`src/rtl/nvac_pkg.sv`:
```
// Constants and types for the EEPROM access controller
// How it works
// - Data register holds the byte to program and receives read bytes.
// - Two-bit mode picks atomic, erase only or write only; 11 reserved.
// - Mode field writes are ignored while the write strobe is set.
// - Reset clears mode to zero unless programming is still running.
// - Ready interrupt is a level while strobe clear, flash self-programming idle, enables set.
// - Master write enable clears itself four clocks after being set.
// - Write strobe starts programming only while master enable is set.
// - No EEPROM programming starts while flash self-programming is busy.
// - Hardware clears the write strobe once programming time elapses.
// - Setting the write strobe stalls the core for two cycles.
// - Read strobe fetches the addressed byte into the data register.
// - A triggered read stalls the core for four cycles.
// - Atomic write counts 26,368 calibrated oscillator ticks; erase only or write only counts 13,184.
// - Registers answer at data offset and at offset minus 0x20.
// - Nine-bit address selects bytes 0 to 511 linearly.
package nvac_pkg;

  // Data-space offsets
  localparam logic [7:0] NVAC_OFS_CTRL = 8'h3f;
  localparam logic [7:0] NVAC_OFS_DATA = 8'h40;
  localparam logic [7:0] NVAC_OFS_ADDR_LO = 8'h41;
  localparam logic [7:0] NVAC_OFS_ADDR_HI = 8'h42;
  // Distance between data-space and I/O-space addresses
  localparam logic [7:0] NVAC_IO_OFFSET = 8'h20;

  // Control register bit positions
  localparam int NVAC_BIT_RE = 0;
  localparam int NVAC_BIT_PE = 1;
  localparam int NVAC_BIT_MWE = 2;
  localparam int NVAC_BIT_RIE = 3;
  localparam int NVAC_BIT_PM_LO = 4;
  localparam int NVAC_BIT_PM_HI = 5;

  // Reset values
  localparam logic [7:0] NVAC_DATA_RESET = 8'h00;
  localparam logic [8:0] NVAC_ADDR_RESET = 9'h000;
  localparam logic [7:0] NVAC_RDATA_NONE = 8'h00;

  // Widths
  localparam int NVAC_ADDR_W = 9;
  localparam int NVAC_TICK_W = 15;
  localparam int NVAC_SCNT_W = 3;

  // Cycle counts on the system clock
  localparam logic [NVAC_SCNT_W-1:0] NVAC_MWE_CYCLES = 3'h4;
  localparam logic [NVAC_SCNT_W-1:0] NVAC_WR_STALL = 3'h2;
  localparam logic [NVAC_SCNT_W-1:0] NVAC_RD_STALL = 3'h4;
  localparam logic [NVAC_SCNT_W-1:0] NVAC_SCNT_ONE = 3'h1;
  localparam logic [NVAC_SCNT_W-1:0] NVAC_SCNT_ZERO = 3'h0;

  // Oscillator tick counts for one programming action
  localparam int NVAC_ATOMIC_TICKS = 26368;
  localparam int NVAC_SPLIT_TICKS = 13184;
  localparam logic [NVAC_TICK_W-1:0] NVAC_TICK_ONE = 15'h0001;
  localparam logic [NVAC_TICK_W-1:0] NVAC_TICK_ZERO = 15'h0000;

  // Programming modes
  typedef enum logic [1:0] {
    NVAC_PM_ATOMIC = 2'b00,
    NVAC_PM_ERASE = 2'b01,
    NVAC_PM_WRITE = 2'b10,
    NVAC_PM_RSVD = 2'b11
  } nvac_pm_e;

  // Programming timer states
  typedef enum logic {
    NVAC_T_IDLE = 1'b0,
    NVAC_T_PROG = 1'b1
  } nvac_tstate_e;

endpackage

```
`src/rtl/nvac_core_if.sv`:
```
// Signals between the controller top and its timer and stall helpers
`timescale 1ns/1ps
`default_nettype none
interface nvac_core_if;
  import nvac_pkg::*;
  logic prog_start;
  nvac_pm_e prog_mode;
  logic prog_busy;
  logic stall_wr;
  logic stall_rd;
  logic stall;

  modport ctl (
    output prog_start,
    output prog_mode,
    output stall_wr,
    output stall_rd,
    input prog_busy,
    input stall
  );
  modport timer (
    input prog_start,
    input prog_mode,
    output prog_busy
  );
  modport stl (
    input stall_wr,
    input stall_rd,
    output stall
  );
endinterface
`default_nettype wire

```
`src/rtl/nvac_prog_timer.sv`:
```
// Programming duration timer paced by calibrated oscillator ticks
`timescale 1ns/1ps
`default_nettype none
module nvac_prog_timer
  import nvac_pkg::*;
#(
  parameter int ATOMIC_TICKS = NVAC_ATOMIC_TICKS,
  parameter int SPLIT_TICKS = NVAC_SPLIT_TICKS
) (
  input wire logic ref_clk,
  input wire logic por_n,
  input wire logic rc_tick,
  nvac_core_if.timer cif
);
  localparam logic [NVAC_TICK_W-1:0] ATOMIC_LD = NVAC_TICK_W'(ATOMIC_TICKS);
  localparam logic [NVAC_TICK_W-1:0] SPLIT_LD = NVAC_TICK_W'(SPLIT_TICKS);

  nvac_tstate_e state_q;
  logic [NVAC_TICK_W-1:0] cnt_q;

  // Only power-on clears it, so a system reset lets a write finish
  always_ff @(posedge ref_clk or negedge por_n) begin
    if (!por_n) begin
      state_q <= NVAC_T_IDLE;
      cnt_q <= NVAC_TICK_ZERO;
    end else begin
      case (state_q)
        NVAC_T_IDLE: begin
          if (cif.prog_start) begin
            state_q <= NVAC_T_PROG;
            cnt_q <= (cif.prog_mode == NVAC_PM_ATOMIC) ? ATOMIC_LD : SPLIT_LD;
          end
        end
        NVAC_T_PROG: begin
          if (rc_tick) begin
            if (cnt_q == NVAC_TICK_ONE) begin
              state_q <= NVAC_T_IDLE;
            end
            cnt_q <= cnt_q - NVAC_TICK_ONE;
          end
        end
        default: begin
          state_q <= NVAC_T_IDLE;
        end
      endcase
    end
  end

  assign cif.prog_busy = (state_q == NVAC_T_PROG);
endmodule
`default_nettype wire

```
`src/rtl/nvac_stall_gen.sv`:
```
// Core stall pulse generator for register-triggered accesses
`timescale 1ns/1ps
`default_nettype none
module nvac_stall_gen
  import nvac_pkg::*;
(
  input wire logic ref_clk,
  input wire logic rst_n,
  nvac_core_if.stl cif
);
  logic [NVAC_SCNT_W-1:0] cnt_q;

  // Reload on each trigger; a read wins since it stalls longer
  always_ff @(posedge ref_clk or negedge rst_n) begin
    if (!rst_n) begin
      cnt_q <= NVAC_SCNT_ZERO;
    end else if (cif.stall_rd) begin
      cnt_q <= NVAC_RD_STALL;
    end else if (cif.stall_wr) begin
      cnt_q <= NVAC_WR_STALL;
    end else if (cnt_q != NVAC_SCNT_ZERO) begin
      cnt_q <= cnt_q - NVAC_SCNT_ONE;
    end
  end

  assign cif.stall = (cnt_q != NVAC_SCNT_ZERO);
endmodule
`default_nettype wire

```
`src/rtl/nvac_top.sv`:
```
// EEPROM access controller: registers, write sequencing, read path
`timescale 1ns/1ps
`default_nettype none
module nvac_top
  import nvac_pkg::*;
#(
  parameter int ATOMIC_TICKS = NVAC_ATOMIC_TICKS,
  parameter int SPLIT_TICKS = NVAC_SPLIT_TICKS
) (
  input wire logic ref_clk,
  input wire logic nrst,
  input wire logic por_n,
  input wire logic [7:0] io_addr,
  input wire logic io_space,
  input wire logic io_we,
  input wire logic io_re,
  input wire logic [7:0] io_wdata,
  output logic [7:0] io_rdata,
  input wire logic global_irq_en,
  input wire logic self_program_busy,
  input wire logic rc_tick,
  output logic [NVAC_ADDR_W-1:0] arr_addr,
  output logic [7:0] arr_wdata,
  output logic arr_rd,
  input wire logic [7:0] arr_rdata,
  output logic arr_prog_busy,
  output logic [1:0] arr_prog_mode,
  output logic irq_ready,
  output logic cpu_stall
);

  // Reset synchroniser, async assert and clocked release
  logic [1:0] rst_sync_q;
  logic rst_n;

  always_ff @(posedge ref_clk or negedge nrst) begin
    if (!nrst) begin
      rst_sync_q <= 2'b00;
    end else begin
      rst_sync_q <= {rst_sync_q[0], 1'b1};
    end
  end
  assign rst_n = rst_sync_q[1];

  // Helpers joined through the shared interface
  nvac_core_if cif ();

  nvac_prog_timer #(
    .ATOMIC_TICKS(ATOMIC_TICKS),
    .SPLIT_TICKS(SPLIT_TICKS)
  ) u_timer (
    .ref_clk(ref_clk),
    .por_n(por_n),
    .rc_tick(rc_tick),
    .cif(cif.timer)
  );

  nvac_stall_gen u_stall (
    .ref_clk(ref_clk),
    .rst_n(rst_n),
    .cif(cif.stl)
  );

  // Register state
  logic [7:0] data_q;
  logic [NVAC_ADDR_W-1:0] addr_q;
  nvac_pm_e mode_q;
  logic rie_q;
  logic mwe_q;
  logic [NVAC_SCNT_W-1:0] mwe_cnt_q;
  logic [7:0] rdata_q;
  logic busy;

  assign busy = cif.prog_busy;

  logic [7:0] eff_addr;
  assign eff_addr = io_space ? 8'(io_addr + NVAC_IO_OFFSET) : io_addr;

  // Write decode
  logic wr_ctrl;
  logic wr_data;
  logic wr_addr_lo;
  logic wr_addr_hi;
  assign wr_ctrl = io_we && (eff_addr == NVAC_OFS_CTRL);
  assign wr_data = io_we && (eff_addr == NVAC_OFS_DATA);
  assign wr_addr_lo = io_we && (eff_addr == NVAC_OFS_ADDR_LO);
  assign wr_addr_hi = io_we && (eff_addr == NVAC_OFS_ADDR_HI);

  // Mode carried by this write, used if it also starts programming
  nvac_pm_e mode_wr;
  assign mode_wr = nvac_pm_e'(io_wdata[NVAC_BIT_PM_HI:NVAC_BIT_PM_LO]);

  // Write start: enable must already be open, and flash must be idle
  logic start;
  always_comb begin
    start = wr_ctrl && io_wdata[NVAC_BIT_PE] && mwe_q;
    start = start && !self_program_busy && !busy;
    // Reserved mode never launches an action
    start = start && (mode_wr != NVAC_PM_RSVD);
  end

  logic rd_go;
  assign rd_go = wr_ctrl && io_wdata[NVAC_BIT_RE] && !busy;

  assign cif.prog_start = start;
  assign cif.prog_mode = mode_wr;
  assign cif.stall_wr = start;
  assign cif.stall_rd = rd_go;

  // Master write enable with self-timeout
  always_ff @(posedge ref_clk or negedge rst_n) begin
    if (!rst_n) begin
      mwe_q <= 1'b0;
      mwe_cnt_q <= NVAC_SCNT_ZERO;
    end else if (wr_ctrl) begin
      mwe_q <= io_wdata[NVAC_BIT_MWE];
      mwe_cnt_q <= io_wdata[NVAC_BIT_MWE] ? NVAC_MWE_CYCLES : NVAC_SCNT_ZERO;
    end else if (mwe_q) begin
      if (mwe_cnt_q == NVAC_SCNT_ONE) begin
        mwe_q <= 1'b0;
      end
      mwe_cnt_q <= mwe_cnt_q - NVAC_SCNT_ONE;
    end
  end

  // Mode field; survives a system reset taken mid-write
  always_ff @(posedge ref_clk or negedge por_n) begin
    if (!por_n) begin
      mode_q <= NVAC_PM_ATOMIC;
    end else if (!rst_n) begin
      if (!busy) begin
        mode_q <= NVAC_PM_ATOMIC;
      end
    end else if (wr_ctrl && !busy) begin
      mode_q <= mode_wr;
    end
  end

  // Ready interrupt enable
  always_ff @(posedge ref_clk or negedge rst_n) begin
    if (!rst_n) begin
      rie_q <= 1'b0;
    end else if (wr_ctrl) begin
      rie_q <= io_wdata[NVAC_BIT_RIE];
    end
  end

  // Data register; like the mode field it outlives a reset mid-write
  always_ff @(posedge ref_clk or negedge por_n) begin
    if (!por_n) begin
      data_q <= NVAC_DATA_RESET;
    end else if (!rst_n) begin
      if (!busy) begin
        data_q <= NVAC_DATA_RESET;
      end
    end else if (rd_go) begin
      data_q <= arr_rdata;
    end else if (wr_data && !busy) begin
      data_q <= io_wdata;
    end
  end

  // Nine-bit linear address; frozen while a write runs, reset included
  always_ff @(posedge ref_clk or negedge por_n) begin
    if (!por_n) begin
      addr_q <= NVAC_ADDR_RESET;
    end else if (!rst_n) begin
      if (!busy) begin
        addr_q <= NVAC_ADDR_RESET;
      end
    end else if (!busy) begin
      if (wr_addr_lo) begin
        addr_q[7:0] <= io_wdata;
      end
      if (wr_addr_hi) begin
        addr_q[NVAC_ADDR_W-1] <= io_wdata[0];
      end
    end
  end

  // Control readback; strobe bit mirrors the running write
  logic [7:0] ctrl_view;
  always_comb begin
    ctrl_view = NVAC_RDATA_NONE;
    ctrl_view[NVAC_BIT_PM_HI:NVAC_BIT_PM_LO] = mode_q;
    ctrl_view[NVAC_BIT_RIE] = rie_q;
    ctrl_view[NVAC_BIT_MWE] = mwe_q;
    ctrl_view[NVAC_BIT_PE] = busy;
  end

  // Registered read port, unmapped addresses read zero
  always_ff @(posedge ref_clk or negedge rst_n) begin
    if (!rst_n) begin
      rdata_q <= NVAC_RDATA_NONE;
    end else if (io_re) begin
      case (eff_addr)
        NVAC_OFS_CTRL: rdata_q <= ctrl_view;
        NVAC_OFS_DATA: rdata_q <= data_q;
        NVAC_OFS_ADDR_LO: rdata_q <= addr_q[7:0];
        NVAC_OFS_ADDR_HI: rdata_q <= {7'h00, addr_q[NVAC_ADDR_W-1]};
        default: rdata_q <= NVAC_RDATA_NONE;
      endcase
    end
  end

  // Array side
  assign arr_addr = addr_q;
  assign arr_wdata = data_q;
  assign arr_rd = rd_go;
  assign arr_prog_busy = busy;
  assign arr_prog_mode = mode_q;
  assign io_rdata = rdata_q;

  assign irq_ready = rie_q && global_irq_en && !busy && !self_program_busy;

  assign cpu_stall = cif.stall;
endmodule
`default_nettype wire

```
`config.mk`:
```
export PLATFORM = sky130hd
export DESIGN_NAME = nvac_top
export DESIGN_NICKNAME = d
export VERILOG_FILES = /design/src/rtl/nvac_pkg.sv /design/src/rtl/nvac_core_if.sv /design/src/rtl/nvac_prog_timer.sv /design/src/rtl/nvac_stall_gen.sv /design/src/rtl/nvac_top.sv
export SDC_FILE = /design/constraint.sdc
export NUM_CORES = 1
export LEC_CHECK = 0
export ABC_CLOCK_PERIOD_IN_PS = 2500
export BUFFER_PORTS_ARGS = -buffer_cell sky130_fd_sc_hd__clkbuf_2
export CAP_MARGIN = 40
export CORE_ASPECT_RATIO = 0.6
export CORE_MARGIN = 2
export CORE_UTILIZATION = 54
export CTS_BUF_LIST = sky130_fd_sc_hd__clkbuf_4 sky130_fd_sc_hd__clkbuf_8 sky130_fd_sc_hd__clkbuf_16
export DETAILED_ROUTE_END_ITERATION = 10
export PLACE_DENSITY = 0.83
export SYNTH_ARGS = -nofsm -noshare
export SYNTH_HDL_FRONTEND = slang
export SYNTH_SLANG_ARGS = --single-unit
```
`constraint.sdc`:
```
create_clock -name ref_clk -period 2.5 [get_ports ref_clk]
set_input_delay 0.5 -clock ref_clk [delete_from_list [all_inputs] [get_ports ref_clk]]
set_output_delay 0.5 -clock ref_clk [all_outputs]
set_load 0.01 [all_outputs]
```
==> qor.yml <==
run_status:
  status: "complete, no violations"
route:
  drt_iter0_drc: 240
  wl_met3_um: 742
  drt_first_pass_iters: 5
  routedWlPerCell_um: 18.9
  routed_wl_um: 8130
  drc: 0
  top_layer_used: "met4"
  routed-via-count: 2681
  antenna_left: 0
  met2_length_um: 3570
  avgViaCountPerCell: 6.23
  wl_met1_um: 3730
clock_network:
  postCtsSetupRepairBufs: 0
  cts.repair.resized: 0
  clock_latency_ns: 0.30
  cts_tree: "yes"
  cts_sinks: 53
  cts_buffer_depth: 2
  cts_inserted_buffers: 5
  clk_pin_slew_worst_paths_ns: 0.09
  cts_root_buf: "clkbuf_8"
  cts_max_level: 2
global_routing:
  grt_pass1_wl_um: 13200
  grt.total_usage_pct: 28.8
  grt_start_max_net_pins: 30
  grt_pass1_vias: 2574
  antenna_found_initial: 0
  globalRouteOverflowTotal: 0
final_layout:
  layout_commonest_cell: "clkbuf_2"
  stdcell_area_um2: 3520
  multi_input_area_um2: 1480
  layout_common_cells: "clkbuf_2 (63), dfrtp_1 (53), nor2_1 (23), nand2_1 (21), buf_4 (18)"
  postLayoutCoreUtil_pct: 68.7
  diodes: 0
  nNetsFinal: 404
  syn2layout_area_growth_pct: 21.5
  seqCellArea_um2: 1330
  fill_cells: 423
  drive_above_1_share_pct: 27.7
  final_cells: 430
critical_path:
  critical_path.endpoint_type: "output pin"
  cp_slowest_cell: "and2_1"
  critPathKind: "primary input to output pin"
  r2r_start: "u_timer.cnt_q[5]$_DFFE_PN0P_"
  cp_num_cells: 7
  path_cells: "clkbuf_2 > ha_1 > xnor2_2 > a31o_2 > and2_1 > and3_1 > clkbuf_2"
  cp.buffers_inverters: 2
  cp_common_cell: "clkbuf_2"
  r2r_end: "u_timer.cnt_q[11]$_DFFE_PN0P_"
  crit_fanout: 7
  worstPathRequired_ns: 2.00
  cpPeakStageDelay_ns: 0.30
  endpoint: "arr_rd"
  reg2reg_depth: 5
  r2r_setup_slack_ns: 0.42
  startpoint_type: "primary input"
  critical_path_arrival_ns: 1.94
  crit_family: "simple AND/OR/NAND/NOR gates"
  startpoint: "io_addr[5]"
yosys:
  synth_warnings: 0
  synth_cell_types: 57
  synth_edf_count: 0
  avgSynthCellArea_um2: 10.1
  dominantRegCellSynth: "dfrtp_1"
  synth.cell_area_um2: 2900
  ys_seq_elements: 53
  async_reset_ff_share_pct: 100
  syn-instance-count: 286
  synth_seq_area_share_pct: 45.7
  synthesis.nets: 326
timing:
  fin_crit_sh_pct: 97.7
  tns_ns: 0
  setup_slack_ns: 0.0564
  hold_viol_final: 0
  setup_viol: 0
  holdWs_ns: 0.111
  fin_crit_ns: 2.44
  max_freq_ghz: 0.409
  rsz0062_at_grt: "false"
  fin_skew_ns: 0.00511
  drv_slew: 0
  worst_slew_pin_slew_ns: 0.678
  slew_headroom_pct: 54.6
die:
  die_w_um: 98.6
  dieArea_um2: 5990
  die_y_um: 60.8
  start_util_pct: 56.6
  num_rows: 20
  core-area_um2: 5130
  ios: 64
power:
  vdd_drop_max_mv: 0.417
  leakagePower_nw: 1.75
  powerDensity_nw_per_um2: 595
  power_mw: 2.10
job:
  drv_cap: 0
worst_hold_path:
  min_path_type: "primary input to asynchronous set/reset pin"
place:
  dp_hpwl_um: 6200
  post_dp_cell_area_um2: 3410
  pre_cts_slack_ns: 0.0307
  gp_congestion: 0.912
  port_buffers: 63
  dpl.cell_count: 422
==> worst min path at each step <==
stage	start	end	slack, ns	depth (start not counted)
finish	por_n	u_timer.cnt_q[11]$_DFFE_PN0P_	0.11	1
global route	por_n	u_timer.cnt_q[6]$_DFFE_PN0P_	0.12	1
CTS	por_n	u_timer.cnt_q[11]$_DFFE_PN0P_	0.12	1
detailed placement	rst_sync_q[1]$_DFF_PN0_	io_rdata[6]$_DFFE_PN0P_	0.28	1
global placement	rst_sync_q[1]$_DFF_PN0_	io_rdata[6]$_DFFE_PN0P_	0.27	1
floorplan	por_n	arr_addr[0]$_DFFE_PN0P_	0.20	0
==> power by group <==
part,internal (mW),switching [mW]
clock network,0.291,0.270
logic,0.223,0.292
registers,0.946,0.0729
total,1.46,0.636
==> repair_timing <==
action / CTS / global route
setup endpoints to repair: 0 / 0
hold buffers: 1 / 0
hold endpoints to repair: 2 / 0
==> layout make-up <==
type	count	share of cell area [%]
clock buffer	5	1.95
clock inverter	2	0.994
timing repair buffer	83	13.8
sequential	53	37.6
tap	66	2.34
inverter	13	1.38
multi-input combinational	208	41.9
==> cells in the mapped netlist (all sizes together), types with 7 or more instances <==
cell	number	area [µm²]
or3	9	61.3
o2bb2ai	11	96.3
nand2	21	78.8
buf	7	32.5
nor3	9	50.1
nor2	23	86.3
dfrtp	53	1330
mux2i	11	110
a22o	9	78.8
xnor2	8	77.6
a211oi	7	52.6
o21ai	9	45.0
nand3	12	60.1
inv	12	45.0
ha	7	87.6
==> state kept, by name, summed over array words and instances, names as in the netlist <==
signal                 flops
mwe_q                      1
mwe_cnt_q                  3
arr_prog_mode              2
u_stall.cnt_q              3
u_timer.cif.prog_busy      1
arr_wdata                  8
rst_sync_q                 2
u_timer.cnt_q             15
io_rdata                   8
arr_addr                   9
rie_q                      1
==> routing by layer <==
metal | vias to the layer above | global-route usage (%)
met1 | 1302 | 42.8
met2 | 131 | 42.8
li1 | 1236 | -
met4 | 0 | 8.02
met5 | - | 0
met3 | 12 | 6.68
==> kinds of logic (layout without fill, tap and decap cells) <==
family | count (synthesis) | after routing | synth area share, %
AO/OA/AOI/OAI | 65 | 65 | 18.0
flip-flops | 53 | 53 | 45.7
XOR/XNOR | 11 | 11 | 3.58
multiplexers | 13 | 13 | 4.57
adder cells (fa/ha/maj) | 7 | 7 | 3.02
other | 1 | 1 | 0.129
buffers and inverters | 25 | 103 | 3.45
AND/OR/NAND/NOR | 111 | 111 | 21.5
No activity file was read; power rests on OpenSTA's default activity.
